===== src/sync_serial_defines.vh =====
`ifndef SYNC_SERIAL_DEFINES_VH
`define SYNC_SERIAL_DEFINES_VH

// bus geometry: byte address is four times the register index
`define AXI_AW        18
`define IDX_W         16

// register indices
`define IDX_PORT      16'hff91
`define IDX_MODE      16'hffa8
`define IDX_BRR       16'hffa9
`define IDX_CTRL      16'hffaa
`define IDX_TDR       16'hffab
`define IDX_STAT      16'hffac
`define IDX_IRQ_STAT  16'hffb0
`define IDX_IRQ_CLR   16'hffb1
`define IDX_IRQ_EN    16'hffb2

// decoded register codes
`define RG_PORT       4'h0
`define RG_MODE       4'h1
`define RG_BRR        4'h2
`define RG_CTRL       4'h3
`define RG_TDR        4'h4
`define RG_STAT       4'h5
`define RG_IRQ_STAT   4'h6
`define RG_IRQ_CLR    4'h7
`define RG_IRQ_EN     4'h8
`define RG_NONE       4'hf

// field positions
`define PC_SEL        5
`define PC_INV        3
`define SM_SYNC       7
`define SM_MP         2
`define SM_CKS_HI     1
`define SM_CKS_LO     0
`define SC_TE         5
`define SC_CKE_HI     1
`define SC_CKE_LO     0
`define SS_TX_HOLDING_EMPTY       7
`define SS_TX_ALL_DONE       2
`define IRQ_EMPTY     0
`define IRQ_DONE      1
`define IRQ_W         2

// reset values
`define RST_BYTE      8'h00
`define RST_IRQ       2'h0

// bit timing: half a serial clock is 4*(n+1) prescaled clocks,
// prescaler 4^cks, so n=4 and cks=0 at 10 MHz gives 4 us per bit
`define CNT_W         17
`define HALF_SHIFT    2
`define LAST_BIT      3'h7

// bus answers
`define RESP_OKAY     2'b00
`define RESP_SLVERR   2'b10

`endif


===== src/sync_serial_transmitter.v =====
// The implementer's own choice: register access over AXI4-Lite.
`timescale 1ns/100ps
`default_nettype none
`include "sync_serial_defines.vh"

// Function
// - pin-select bit 5 routes shared pin: 0 general port, 1 serial out
// - invert bit 3 inverts serial output data, 0 leaves it as is
// - mode bit 7: 0 asynchronous, 1 clocked synchronous
// - clock-select bits 00 run the generator from undivided system clock
// - divisor 4 on undivided clock gives 250 kbit/s
// - tx enable bit 5: 0 blocks all transmit, 1 allows it
// - clock-enable 00 in synchronous mode: internal clock, clock pin output
// - holding register is 8 bits and holds the next byte
// - holding-empty reads 0 while a written byte waits
// - holding-empty reads 1 when nothing written or byte moved
// - transmit-complete 0 while sending, 1 once finished
// - bytes leave one bit at a time, least significant first
// - empty shifter takes pending byte automatically; none moved while empty flag 1
// - each bit driven from falling clock edge, held to next rising edge
// - software may only clear holding-empty and error flags; writing 1 sets nothing
module sync_serial_transmitter (
  input  wire              aclk,
  input  wire              aresetn,
  input  wire [`AXI_AW-1:0] s_axi_awaddr,
  input  wire              s_axi_awvalid,
  output reg               s_axi_awready,
  input  wire [31:0]       s_axi_wdata,
  input  wire [3:0]        s_axi_wstrb,
  input  wire              s_axi_wvalid,
  output reg               s_axi_wready,
  output reg  [1:0]        s_axi_bresp,
  output reg               s_axi_bvalid,
  input  wire              s_axi_bready,
  input  wire [`AXI_AW-1:0] s_axi_araddr,
  input  wire              s_axi_arvalid,
  output reg               s_axi_arready,
  output reg  [31:0]       s_axi_rdata,
  output reg  [1:0]        s_axi_rresp,
  output reg               s_axi_rvalid,
  input  wire              s_axi_rready,
  input  wire              gp_out_data,
  input  wire              gp_out_en,
  output reg               serial_out_pin_o,
  output reg               serial_out_pin_oe,
  output reg               serial_clock_pin_o,
  output reg               serial_clock_pin_oe,
  output reg               irq
);

  localparam ST_IDLE  = 1'b0;
  localparam ST_SHIFT = 1'b1;

  reg [7:0]         port_control_reg;
  reg [7:0]         serial_mode_reg;
  reg [7:0]         bit_rate_reg;
  reg [7:0]         serial_control_reg;
  reg [7:0]         tx_holding_reg;
  reg               tx_holding_empty;
  reg               tx_all_done;
  reg [`IRQ_W-1:0]  irq_status_reg;
  reg [`IRQ_W-1:0]  irq_enable_reg;
  reg [`AXI_AW-1:0] wr_addr_reg;
  reg [31:0]        wr_data_reg;
  reg [3:0]         wr_strb_reg;
  reg               state_reg;
  reg [7:0]         tx_shift_reg;
  reg [2:0]         bit_cnt_reg;
  reg [`CNT_W-1:0]  half_cnt_reg;
  reg               sck_reg;
  reg               txd_reg;

  // register index decode, shared by write and read paths
  function [3:0] decode;
    input [`AXI_AW-1:0] addr;
    begin
      case (addr[`AXI_AW-1:2])
        `IDX_PORT:     decode = `RG_PORT;
        `IDX_MODE:     decode = `RG_MODE;
        `IDX_BRR:      decode = `RG_BRR;
        `IDX_CTRL:     decode = `RG_CTRL;
        `IDX_TDR:      decode = `RG_TDR;
        `IDX_STAT:     decode = `RG_STAT;
        `IDX_IRQ_STAT: decode = `RG_IRQ_STAT;
        `IDX_IRQ_CLR:  decode = `RG_IRQ_CLR;
        `IDX_IRQ_EN:   decode = `RG_IRQ_EN;
        default:       decode = `RG_NONE;
      endcase
    end
  endfunction

  wire [3:0]        wr_sel       = decode(wr_addr_reg);
  wire [3:0]        rd_sel       = decode(s_axi_araddr);
  // both address and data held and no answer pending
  wire              do_wr        = ~s_axi_awready & ~s_axi_wready & ~s_axi_bvalid;
  wire              wr_lane      = do_wr & wr_strb_reg[0];

  // asynchronous mode is not carried; it simply never transmits
  wire              sync_mode    = serial_mode_reg[`SM_SYNC];
  wire              internal_clk = ~serial_control_reg[`SC_CKE_HI] &
                                   ~serial_control_reg[`SC_CKE_LO];
  wire              can_tx       = serial_control_reg[`SC_TE] & sync_mode &
                                   internal_clk;

  // prescaler 4^cks; cks 0 uses the undivided clock
  wire [1:0]        cks          = {serial_mode_reg[`SM_CKS_HI],
                                    serial_mode_reg[`SM_CKS_LO]};
  wire [`CNT_W-1:0] half_len     = (({{(`CNT_W-8){1'b0}}, bit_rate_reg} +
                                    {{(`CNT_W-1){1'b0}}, 1'b1}) << `HALF_SHIFT)
                                   << {cks, 1'b0};

  wire              half_end     = (half_cnt_reg == {`CNT_W{1'b0}});
  wire              frame_end    = (state_reg == ST_SHIFT) & half_end & sck_reg &
                                   (bit_cnt_reg == `LAST_BIT);
  wire              load         = can_tx & ~tx_holding_empty &
                                   ((state_reg == ST_IDLE) | frame_end);
  wire              done         = can_tx & frame_end & tx_holding_empty;

  // write address and data, each taken on its own handshake, either order
  always @(posedge aclk) begin
    if (!aresetn) begin
      s_axi_awready <= 1'b1;
      s_axi_wready  <= 1'b1;
      wr_addr_reg   <= {`AXI_AW{1'b0}};
      wr_data_reg   <= 32'h00000000;
      wr_strb_reg   <= 4'h0;
    end else if (s_axi_bvalid && s_axi_bready) begin
      s_axi_awready <= 1'b1;
      s_axi_wready  <= 1'b1;
    end else begin
      if (s_axi_awvalid && s_axi_awready) begin
        s_axi_awready <= 1'b0;
        wr_addr_reg   <= s_axi_awaddr;
      end
      if (s_axi_wvalid && s_axi_wready) begin
        s_axi_wready <= 1'b0;
        wr_data_reg  <= s_axi_wdata;
        wr_strb_reg  <= s_axi_wstrb;
      end
    end
  end

  // write response
  always @(posedge aclk) begin
    if (!aresetn) begin
      s_axi_bvalid <= 1'b0;
      s_axi_bresp  <= `RESP_OKAY;
    end else if (do_wr) begin
      s_axi_bvalid <= 1'b1;
      s_axi_bresp  <= (wr_sel == `RG_NONE) ? `RESP_SLVERR : `RESP_OKAY;
    end else if (s_axi_bready) begin
      s_axi_bvalid <= 1'b0;
    end
  end

  // configuration registers
  always @(posedge aclk) begin
    if (!aresetn) begin
      port_control_reg   <= `RST_BYTE;
      serial_mode_reg    <= `RST_BYTE;
      bit_rate_reg       <= `RST_BYTE;
      serial_control_reg <= `RST_BYTE;
      tx_holding_reg     <= `RST_BYTE;
      irq_enable_reg     <= `RST_IRQ;
    end else if (wr_lane) begin
      case (wr_sel)
        `RG_PORT:   port_control_reg   <= wr_data_reg[7:0];
        `RG_MODE:   serial_mode_reg    <= wr_data_reg[7:0];
        `RG_BRR:    bit_rate_reg       <= wr_data_reg[7:0];
        `RG_CTRL:   serial_control_reg <= wr_data_reg[7:0];
        `RG_TDR:    tx_holding_reg     <= wr_data_reg[7:0];
        `RG_IRQ_EN: irq_enable_reg     <= wr_data_reg[`IRQ_W-1:0];
        default:    irq_enable_reg     <= irq_enable_reg;
      endcase
    end
  end

  // holding-empty: set by the move or a disabled transmitter,
  // cleared by a holding write or a written 0; set wins the tie
  always @(posedge aclk) begin
    if (!aresetn) begin
      tx_holding_empty <= 1'b1;
    end else if (load || !serial_control_reg[`SC_TE]) begin
      tx_holding_empty <= 1'b1;
    end else if (wr_lane && (wr_sel == `RG_TDR)) begin
      tx_holding_empty <= 1'b0;
    end else if (wr_lane && (wr_sel == `RG_STAT) &&
                 !wr_data_reg[`SS_TX_HOLDING_EMPTY]) begin
      tx_holding_empty <= 1'b0;
    end
  end

  // transmit complete is read-only to software
  always @(posedge aclk) begin
    if (!aresetn) begin
      tx_all_done <= 1'b1;
    end else if (done || !serial_control_reg[`SC_TE]) begin
      tx_all_done <= 1'b1;
    end else if (load) begin
      tx_all_done <= 1'b0;
    end
  end

  // interrupt status, write-one-to-clear, set wins
  genvar gi;
  generate
    for (gi = 0; gi < `IRQ_W; gi = gi + 1) begin : g_irq
      wire ev;
      assign ev = (gi == `IRQ_EMPTY) ? load : done;
      always @(posedge aclk) begin
        if (!aresetn) begin
          irq_status_reg[gi] <= 1'b0;
        end else if (ev) begin
          irq_status_reg[gi] <= 1'b1;
        end else if (wr_lane && (wr_sel == `RG_IRQ_CLR) &&
                     wr_data_reg[gi]) begin
          irq_status_reg[gi] <= 1'b0;
        end
      end
    end
  endgenerate

  always @(posedge aclk) begin
    if (!aresetn) begin
      irq <= 1'b0;
    end else begin
      irq <= |(irq_status_reg & irq_enable_reg);
    end
  end

  // read channel, answer one cycle after the address is taken
  always @(posedge aclk) begin
    if (!aresetn) begin
      s_axi_arready <= 1'b1;
      s_axi_rvalid  <= 1'b0;
      s_axi_rdata   <= 32'h00000000;
      s_axi_rresp   <= `RESP_OKAY;
    end else if (s_axi_arvalid && s_axi_arready) begin
      s_axi_arready <= 1'b0;
      s_axi_rvalid  <= 1'b1;
      s_axi_rresp   <= `RESP_OKAY;
      s_axi_rdata   <= 32'h00000000;
      case (rd_sel)
        `RG_PORT:     s_axi_rdata[7:0] <= port_control_reg;
        `RG_MODE:     s_axi_rdata[7:0] <= serial_mode_reg;
        `RG_BRR:      s_axi_rdata[7:0] <= bit_rate_reg;
        `RG_CTRL:     s_axi_rdata[7:0] <= serial_control_reg;
        `RG_TDR:      s_axi_rdata[7:0] <= tx_holding_reg;
        `RG_STAT: begin
          // error flags stay 0: reception is not carried
          s_axi_rdata[`SS_TX_HOLDING_EMPTY] <= tx_holding_empty;
          s_axi_rdata[`SS_TX_ALL_DONE] <= tx_all_done;
        end
        `RG_IRQ_STAT: s_axi_rdata[`IRQ_W-1:0] <= irq_status_reg;
        `RG_IRQ_CLR:  s_axi_rdata[`IRQ_W-1:0] <= `RST_IRQ;
        `RG_IRQ_EN:   s_axi_rdata[`IRQ_W-1:0] <= irq_enable_reg;
        default:      s_axi_rresp <= `RESP_SLVERR;
      endcase
    end else if (s_axi_rvalid && s_axi_rready) begin
      s_axi_arready <= 1'b1;
      s_axi_rvalid  <= 1'b0;
    end
  end

  // shifter: clock idles high, bit changes with each falling edge
  always @(posedge aclk) begin
    if (!aresetn) begin
      state_reg    <= ST_IDLE;
      tx_shift_reg <= `RST_BYTE;
      bit_cnt_reg  <= 3'h0;
      half_cnt_reg <= {`CNT_W{1'b0}};
      sck_reg      <= 1'b1;
      txd_reg      <= 1'b1;
    end else if (!can_tx) begin
      // aborts a frame under way
      state_reg <= ST_IDLE;
      sck_reg   <= 1'b1;
      txd_reg   <= 1'b1;
    end else if (load) begin
      state_reg    <= ST_SHIFT;
      tx_shift_reg <= tx_holding_reg;
      txd_reg      <= tx_holding_reg[0];
      sck_reg      <= 1'b0;
      bit_cnt_reg  <= 3'h0;
      half_cnt_reg <= half_len - {{(`CNT_W-1){1'b0}}, 1'b1};
    end else begin
      case (state_reg)
        ST_IDLE:  sck_reg <= 1'b1;
        ST_SHIFT: begin
          if (!half_end) begin
            half_cnt_reg <= half_cnt_reg - {{(`CNT_W-1){1'b0}}, 1'b1};
          end else if (!sck_reg) begin
            // rising edge: data stays put for the receiver to latch
            sck_reg      <= 1'b1;
            half_cnt_reg <= half_len - {{(`CNT_W-1){1'b0}}, 1'b1};
          end else if (bit_cnt_reg == `LAST_BIT) begin
            state_reg <= ST_IDLE;
          end else begin
            bit_cnt_reg  <= bit_cnt_reg + 3'h1;
            tx_shift_reg <= tx_shift_reg >> 1;
            txd_reg      <= tx_shift_reg[1];
            sck_reg      <= 1'b0;
            half_cnt_reg <= half_len - {{(`CNT_W-1){1'b0}}, 1'b1};
          end
        end
        default: begin
          state_reg <= ST_IDLE;
        end
      endcase
    end
  end

  // pins, one register stage so clock and data stay aligned
  always @(posedge aclk) begin
    if (!aresetn) begin
      serial_out_pin_o    <= 1'b0;
      serial_out_pin_oe   <= 1'b0;
      serial_clock_pin_o  <= 1'b1;
      serial_clock_pin_oe <= 1'b0;
    end else begin
      if (port_control_reg[`PC_SEL]) begin
        serial_out_pin_o  <= txd_reg ^ port_control_reg[`PC_INV];
        serial_out_pin_oe <= 1'b1;
      end else begin
        serial_out_pin_o  <= gp_out_data;
        serial_out_pin_oe <= gp_out_en;
      end
      serial_clock_pin_o  <= sck_reg;
      serial_clock_pin_oe <= sync_mode & internal_clk;
    end
  end

endmodule
`default_nettype wire


===== config.mk =====
export PLATFORM = sky130hd
export DESIGN_NAME = sync_serial_transmitter
export DESIGN_NICKNAME = d
export VERILOG_FILES = /design/src/sync_serial_transmitter.v
export VERILOG_INCLUDE_DIRS = /design/src
export SDC_FILE = /design/constraint.sdc
export NUM_CORES = 1
export LEC_CHECK = 0
export BUFFER_PORTS_ARGS = -buffer_cell sky130_fd_sc_hd__buf_2
export CAP_MARGIN = 5
export CELL_PAD_IN_SITES_DETAIL_PLACEMENT = 1
export CELL_PAD_IN_SITES_GLOBAL_PLACEMENT = 1
export CORE_ASPECT_RATIO = 0.9
export CORE_MARGIN = 3
export CORE_UTILIZATION = 43
export CTS_BUF_LIST = sky130_fd_sc_hd__clkbuf_4
export CTS_CLUSTER_SIZE = 24
export DETAILED_ROUTE_END_ITERATION = 10
export GPL_TIMING_DRIVEN = 0
export PLACE_DENSITY = 0.87
export SYNTH_ARGS = -nofsm -noshare
export SYNTH_HDL_FRONTEND = slang
export SYNTH_SLANG_ARGS = --single-unit

===== constraint.sdc =====
create_clock -name aclk -period 3.65 [get_ports aclk]
set_clock_uncertainty 0.2 [all_clocks]
set_input_delay 0.73 -clock aclk [delete_from_list [all_inputs] [get_ports aclk]]
set_output_delay 0.73 -clock aclk [all_outputs]
set_load 0.02 [all_outputs]

After elaboration in Yosys (flattened, before gate mapping)
Cells that the tools add are included.

Register bits after elaboration: 126. Bits in latches: 0. RAM bits: 0. Memory bits (read-only): 0. Input bits: 81. Output and inout bits: 46. Word-level logic and storage cells: 196. Memories: 0.

Add/sub/neg operators: 4. Multiply operators: 0. Div/mod/pow operators: 0. Order comparisons: 0. Equality and inequality tests: 38. Shift operators: 1. Muxes and demuxes: 52. Bitwise gates (word level): 26. Reduce and logical (&&, ||, !) cells: 43.

Operators by type and width (number): $eq A16 B16 Y1 const B (18); $mux W17 (5); $pmux W4 S9 (2); $mux W8 (5); $sub A17 B1 Y17 const B (2); $eq A4 B3 Y1 const B (7); $mux W1 (28); $pmux W4 S5 (1); $reduce_and A2 Y1 (9); $logic_not A17 Y1 (1); $shl A11 B3 Y17 (1); $eq A4 B2 Y1 const B (4); $reduce_bool A2 Y1 (8); $mux W3 (5); $and A1 B1 Y1 (14); $pmux W2 S7 (1); $eq A4 B4 Y1 const B (3); $pmux W1 S6 (2); $logic_and A1 B1 Y1 (11); $add A8 B1 Y9 const B (1); $not A1 Y1 (9); $reduce_or A9 Y1 (1); $eq A4 B1 Y1 const B (2); $logic_not A4 Y1 (2); 16 further kinds (22).

Longest topological paths before layout
Gate-level depths: netlist of the first run.

Depth in word-level cells: 8. Depth in mapped cells: 11. Gate-level depth less buffers: 9.

Worst setup path before layout of the first run
OpenSTA, ideal clock, no wires.

Kind: flip-flop to flip-flop. From: register bit_rate_reg[1]. To: register half_cnt_reg[14]. Setup time: 0.088 ns. Arrival time: 2.523 ns. Required time: 3.362 ns. Setup slack: 0.838 ns. Cell stages (with the launch flop): 10. Path buffers: 1. Period minus slack after synthesis: 2.812 ns. Path through: dfxtp_1 -> ha_1 -> and3_1 -> clkbuf_1 -> o32a_1 -> o31a_1 -> nor4_4 -> and2_2 -> nand4_1 -> a311oi_2.

Word-level cells in the longest chain between the ends: 8.

RTL lines: start: declaration (RTL line sync_serial_transmitter.v:56) `reg [7:0] bit_rate_reg;`; start signal: assignment (RTL line sync_serial_transmitter.v:161) `` bit_rate_reg <= `RST_BYTE; ``; start signal: assignment (RTL line sync_serial_transmitter.v:169) `` `RG_BRR: bit_rate_reg <= wr_data_reg[7:0]; ``; $add A8 B1 Y9 * (RTL line sync_serial_transmitter.v:108) `` wire [`CNT_W-1:0] half_len = (({{(`CNT_W-8){1'b0}}, bit_rate_reg} + ``; $shl A11 B3 Y17 * (RTL line sync_serial_transmitter.v:108); $sub A17 B1 Y17 * (RTL line sync_serial_transmitter.v:285, sync_serial_transmitter.v:295, sync_serial_transmitter.v:303); $mux W17 (RTL line sync_serial_transmitter.v:296) `` end else if (bit_cnt_reg == `LAST_BIT) begin ``; $mux W17 (RTL line sync_serial_transmitter.v:292) `end else if (!sck_reg) begin`; $mux W17 (RTL line sync_serial_transmitter.v:290) `if (!half_end) begin`; $mux W17 (RTL line sync_serial_transmitter.v:287) `case (state_reg)`; $mux W17 * (RTL line sync_serial_transmitter.v:279) `end else if (load) begin`; end signal: assignment (RTL line sync_serial_transmitter.v:285) `` half_cnt_reg <= half_len - {{(`CNT_W-1){1'b0}}, 1'b1}; ``; end signal: assignment (RTL line sync_serial_transmitter.v:291) `` half_cnt_reg <= half_cnt_reg - {{(`CNT_W-1){1'b0}}, 1'b1}; ``; end signal: assignment (RTL line sync_serial_transmitter.v:295) `` half_cnt_reg <= half_len - {{(`CNT_W-1){1'b0}}, 1'b1}; ``; end: declaration (RTL line sync_serial_transmitter.v:69) `` reg [`CNT_W-1:0] half_cnt_reg; ``.

Mark *: on every way between the ends. The rest lies on a longest branch, timed or not. The select of a mux whose other input is x is not followed. A chain may end at the register's enable or synchronous reset.

Worst setup path after layout of the first run
Same ends and word-level chain as after synthesis.

==> results of run 1 <==
[through the flow]
step / utilization, % / total power, uW / cells / hold WS (ns) / setup WS [ns]
after floorplan: - / 1550 / 864 / 0.217 / 0.838
after global placement: 49.6 / 1630 / 1129 / 0.243 / 0.292
after detailed placement: 49.6 / 1630 / 1129 / 0.248 / 0.270
after CTS: 51.6 / 2650 / 1161 / 0.146 / 0.230
after global routing: 51.6 / 2750 / 1161 / 0.142 / 0.161
final: 51.6 / 2650 / 1161 / 0.161 / 0.341
[worst max-delay path, stage by stage (launching register included)]
cell and delay (ns):
dfxtp_1 0.42, ha_1 0.28, and3_1 0.20, clkbuf_1 0.16
o32a_1 0.44, o31a_1 0.36, nor4_4 0.40, and2_2 0.29
nand4_1 0.16, a311oi_2 0.31
[cells in the mapped netlist, drive strengths merged, types with 9 or more instances]
master and instances:
o21ai 35, nor2 101, nand4 9, inv 12
dfxtp 121, and3 9, a311oi 10, nand2b 11
a21oi 70, nand2 102, nand3 38, nor3 26
buf 43, mux2i 45, clkbuf 42
[routing by layer]
metal | track usage (%) | wire, um | vias to the layer above
met4 | 9.18 | 589 | 0
li1 | - | - | 3196
met5 | 0 | 0 | -
met1 | 33.5 | 10200 | 3291
met2 | 40.6 | 9970 | 199
met3 | 5.54 | 1130 | 45
[cells in the final DEF (no fill, tap or decap), types with 5 or more instances in the layout]
| cell | n |
|---|---|
| dfxtp_1 | 121 |
| nand2_1 | 102 |
| nor2_1 | 100 |
| buf_2 | 77 |
| a21oi_1 | 69 |
| mux2i_1 | 45 |
| clkbuf_1 | 41 |
| nand3_1 | 38 |
| o21ai_0 | 34 |
| buf_4 | 30 |
| conb_1 | 26 |
| nor3_1 | 24 |
| clkbuf_4 | 17 |
| inv_1 | 12 |
| nand2b_1 | 11 |
| nand4_1 | 9 |
| and3_1 | 9 |
| a211oi_1 | 8 |
| nor2b_1 | 8 |
| a311oi_1 | 8 |
| a22oi_1 | 7 |
| or3_1 | 6 |
| xnor2_1 | 6 |
| and2_1 | 6 |
| mux4_2 | 6 |
| or4_1 | 6 |
| xor2_1 | 6 |
| ha_1 | 6 |
| inv_8 | 6 |
| nor3b_1 | 5 |
| o22ai_1 | 5 |
| nand4b_1 | 5 |
| a221oi_1 | 5 |
[kinds of logic after synthesis]
group	synth area share, %
xor gates and xnor gates	1.55
and+or+nand+nor	26.3
other	0.0552
DFF	35.6
buffers and inverters	7.56
muxes	8.78
AOI/OAI and AO/OA	19.0
adders and majority gates	1.10
[power by group]
group | switching [uW] | internal [uW]
Combinational | 151 | 84.6
Clock | 665 | 380
Sequential | 25.6 | 1350
Total | 841 | 1810
[layout make-up]
class	instances	area, sq um
multi-input cells	646	3960
clock inverters	15	174
well taps	198	248
plain buffers	85	469
clock buffers	17	128
fillers	1882	7300
flip-flops and latches	121	2420
repair buffers	67	335
inverters	12	45.0
[worst paths after layout]
kind	endpoint	slack (ns)
worst max-delay path	half_cnt_reg[14]	0.34
worst min-delay path	serial_out_pin_oe	0.16
worst max register to register	half_cnt_reg[14]	0.34
worst min register to register	wr_addr_reg[8]	0.27
[repair_timing]
action | CTS | global route
endpoints found under the setup margin | 0 | 1
hold buffers | 0 | 0
gates resized for setup | 0 | 1
==> metrics.cfg, run 1 <==
[sta]
worst_pin_slew_ns = 0.761
finalCritPeriodShare_pct = 90.7
fin_setup_tns_ns = 0
slew_violations = 0
hold_violations = 0
period_minus_slack_ns = 3.31
max_freq_ghz = 0.302
slew_headroom_pct = 49.3
setup_viol = 0
rsz0062_at_grt = false

[drt]
routedWlPerCell_um = 18.8
via_per_inst = 5.80
drtPass1Iterations = 5
drt_wl_total_um = 21900
drc_errors = 0
antenna_left = 0
via_count = 6731
drtIter0Drc = 589

[setup_path]
critPathCaptureType = register
cp.required_ns = 3.92
r2r_start = bit_rate_reg[1]
startpoint = bit_rate_reg[1]
path_max_fanout = 7
r2r_cells = 9
crit_type = register to register
cp.arrival_ns = 3.57
cp-start-kind = register

[placed_design]
portBuffers = 67
gp_congestion = 0.859
hpwl_um = 16100
postPlaceCellArea_sq_um = 7480

[clock_network]
cts_sinks = 121
cts_buffers = 17
clockBufferDepth = 2
cts-root-buf = clkbuf_4
insertion_delay_ns = 0.57
htree_levels = 4
cts_setup_buffers = 0
cts_tree = yes
path_clk_slew_ns = 0.14

[worst_hold_path]
hold_class = input pin to register
hp-start = gp_out_en
hold_depth = 3

[final_layout]
final_design_area_no_fill_sq_um = 7780
largest_reg_flops = 17
area_growth_pct = 14.5
nets = 1037
num_antenna_cells = 0
drive_gt1_share_pct = 17.7

[floorplanning]
die_area_sq_um = 17400
start_util_pct = 45.1
num_rows = 42
io_pins = 127
die_h_um = 125
die_w_um = 139
fp.coreArea_sq_um = 15100

[synth]
ys_seq_elements = 121
synth_ff_type = dfxtp_1
synth.yosys.warnings = 0
async_flop_share_pct = 0
synth_top_area_share_pct = 35.6
yosysSeqAreaShare_pct = 35.6
synth_area_leaders = dfxtp_1, mux2i_1, nand2_1
synthCells = 839
synth_area_per_cell_sq_um = 8.10
synth-edff-count = 0
yosys.area.top_type = dfxtp_1
syn_area_sq_um = 6800
synth.distinct_cells = 84

[power]
leakagePower_uw = 0.00317
power.density_nw_per_um2 = 341
ir_drop_v = 0.000275

[global_route]
grt_overflow = 0
grt_start_max_net_pins = 17
grt_usage_pct = 25.2
grt_pass1_vias = 6864
antenna_found_initial = 0
grt_pass1_wl_um = 35900

[job]
cap_violations = 0

[status]
outcome = complete, no violations

No activity file was read; power rests on OpenSTA's default activity.
==> inputs of run 2 (changes only) <==
CORE_UTILIZATION = 41   (was 43)
CTS_BUF_LIST = not set   (was sky130_fd_sc_hd__clkbuf_4)
PLACE_DENSITY = 0.84   (was 0.87)
==> run 2 against run 1 <==
Worst hold slack improved by 0.093 ns. Combinational power about the same. Final area increased by 4.3%. Utilization decreased by 1.4 points. Wire length increased by 3.0%. Register-to-register slack got worse by 0.02 ns. Critical endpoint unchanged. Largest cell class unchanged.
==> metrics.cfg, run 2 (synthesized netlist as in run 1, its figures left out) <==
[placed_design]
gp_congestion = 0.875  ; +1.8%
dp.cells = 1138  ; +0.80%
hpwl_um = 16100  ; +0.33%
portBuffers = 67  ; unchanged

[floorplanning]
die_w_um = 142  ; +2.3%
die_h_um = 128  ; +2.3%
die_area_sq_um = 18200  ; +4.7%
fp.coreArea_sq_um = 16200  ; +7.3%
start_util_pct = 42.0  ; -3.1 points
io_pins = 127  ; unchanged
num_rows = 44  ; +4.8%

[sta]
max_freq_ghz = 0.300  ; -0.58%
period_minus_slack_ns = 3.33  ; +0.0192 ns
worst_pin_slew_ns = 0.800  ; +0.0396 ns
fin_setup_tns_ns = 0  ; unchanged
finalCritPeriodShare_pct = 91.2  ; +0.53 points
rsz0062_at_grt = false
hold_violations = 0  ; unchanged
setup_viol = 0  ; unchanged
slew_headroom_pct = 46.6  ; -2.6 points
slew_violations = 0  ; unchanged

[drt]
drtIter0Drc = 527  ; -11%
via_per_inst = 5.73  ; -1.2%
antenna_left = 0  ; unchanged
drtPass1Iterations = 5  ; unchanged
routedWlPerCell_um = 19.2  ; +2.2%
drt_wl_total_um = 22500  ; +3.0%
drc_errors = 0  ; unchanged
via_count = 6699  ; -0.48%

[clock_network]
cts_sinks = 121  ; unchanged
path_clk_slew_ns = 0.06  ; -0.08 ns
cts_tree = yes
htree_levels = 4  ; unchanged
cts-root-buf = clkbuf_16
clockBufferDepth = 2  ; unchanged
cts-hold-fix-buffers = 0  ; unchanged
cts_buffers = 17  ; unchanged
insertion_delay_ns = 0.43  ; -0.14 ns

[global_route]
grt_pass1_wl_um = 36000  ; +0.33%
antenna_found_initial = 0  ; unchanged
grt_overflow = 0  ; unchanged
grt_pass1_vias = 6672  ; -2.8%
grt_usage_pct = 24.9  ; -0.39 points
grt_start_max_net_pins = 17  ; unchanged

[final_layout]
layout_common_cells = dfxtp_1, nand2_1, nor2_1, buf_2, a21oi_1
fin_cells = 1170  ; +0.78%
num_antenna_cells = 0  ; unchanged
largest_reg_flops = 17  ; unchanged
final_common_cell = dfxtp_1
n_fill_cell = 1948  ; +3.5%
drive_gt1_share_pct = 17.7  ; unchanged
area_growth_pct = 19.4
nets = 1037  ; unchanged

[setup_path]
crit_family = compound AO/OA/AOI/OAI gates
cp-start-kind = register
cp_slowest_cell = o32a_1
cp.arrival_ns = 3.46  ; -0.11 ns
worst_path_largest_cell_delay_ns = 0.46  ; +0.02 ns
crit_type = register to register
crit_path_cell_trace = ha_1, and3_1, clkbuf_1, o32a_1, o31a_1, nor4_4, and2_2, nand4_1, a311oi_2
critPathCaptureType = register
cp.required_ns = 3.78  ; -0.14 ns
path_buf_inv = 1  ; unchanged
path_max_fanout = 7  ; unchanged

[power]
ir_drop_v = 0.000305  ; +11%
switching_share_pct = 26.0  ; -5.8 points
switchingPower_uw = 888  ; +5.6%
power.density_nw_per_um2 = 421  ; +24%
leakagePower_uw = 0.00332  ; +4.5%
p_int_uw = 2530  ; +40%
combPwrFrac_pct = 6.9  ; -2.0 points
seq_power_share_pct = 40.1  ; -12 points
p_clk_share_pct = 53.0  ; +14 points

[job]
cap_violations = 0  ; unchanged

[status]
outcome = complete, no violations

[worst_hold_path]
hold_class = register to register

==> run 2: cell types whose count changed in the layout (fill, tap and decap cells not counted) <==
cell and change:
bufinv_16 +2, clkinv_8 -1, clkbuf_4 -17, inv_6 +2, inv_8 -3, clkbuf_16 +17
==> run 2: cell type report <==
cell class	count	area (sq um)	share of cell area, %
clock inverters	15	201	2.48
inverters	12	45.0	0.555
flip-flops and latches	121	2420	29.8
multi-input cells	646	3960	48.8
well taps	207	259	3.19
clock buffers	17	425	5.24
repair buffers	67	335	4.13
plain buffers	85	469	5.78
==> run 2: routing by layer <==
| metal | GRT usage, % | wire length (um) | part of all wire, % |
|---|---|---|---|
| met2 | 39.8 | 10400 | 46 |
| met3 | 5.63 | 1130 | 5.0 |
| met1 | 33.1 | 10400 | 46 |
| met4 | 8.63 | 569 | 2.5 |
| met5 | 0 | 0 | 0 |
==> run 2: through the flow <==
stage | setup WS [ns] | hold WS [ns] | total power [uW] | cell area [sq um] | utilization (%)
2_1_floorplan | 0.838 | 0.217 | 1550 | 6890 | -
3_3_place_gp | 0.299 | 0.242 | 1630 | 7490 | 46.3
3_5_place_dp | 0.252 | 0.247 | 1630 | 7490 | 46.3
4_1_cts | 0.194 | 0.257 | 3440 | 8110 | 50.1
5_1_grt | 0.154 | 0.286 | 3540 | 8120 | 50.2
6_report | 0.322 | 0.254 | 3420 | 8120 | 50.2
==> run 2: power by group through the flow <==
stage          combinational (uW)  sequential [uW]  clock (uW)
6_report                      235             1370        1810
5_1_grt                       258             1380        1910
4_1_cts                       234             1370        1830
3_5_place_dp                  233             1400           0
3_3_place_gp                  227             1400           0
2_1_floorplan                 142             1400           0
==> run 2: path summary, 6_finish.rpt <==
path	from	end	slack, ns	cells past startpoint
hold / removal	wr_addr_reg[8]	wr_addr_reg[8]	0.25	2
setup reg to reg	bit_rate_reg[1]	half_cnt_reg[14]	0.32	9
hold reg to reg	wr_addr_reg[8]	wr_addr_reg[8]	0.25	2
setup / recovery	bit_rate_reg[1]	half_cnt_reg[14]	0.32	9
==> run 2: worst register-to-register path: stages, from the launching register on <==
cell      delay, ns
dfxtp_1        0.41
ha_1           0.31
and3_1         0.21
clkbuf_1       0.17
o32a_1         0.46
o31a_1         0.36
nor4_4         0.39
and2_2         0.29
nand4_1        0.17
a311oi_2       0.28
==> run 2: repair_timing <==
action                     CTS  global route
setup endpoints to repair    0             1
buffers inserted             0             0
hold endpoints to repair     0             0
gates resized for setup      0             1
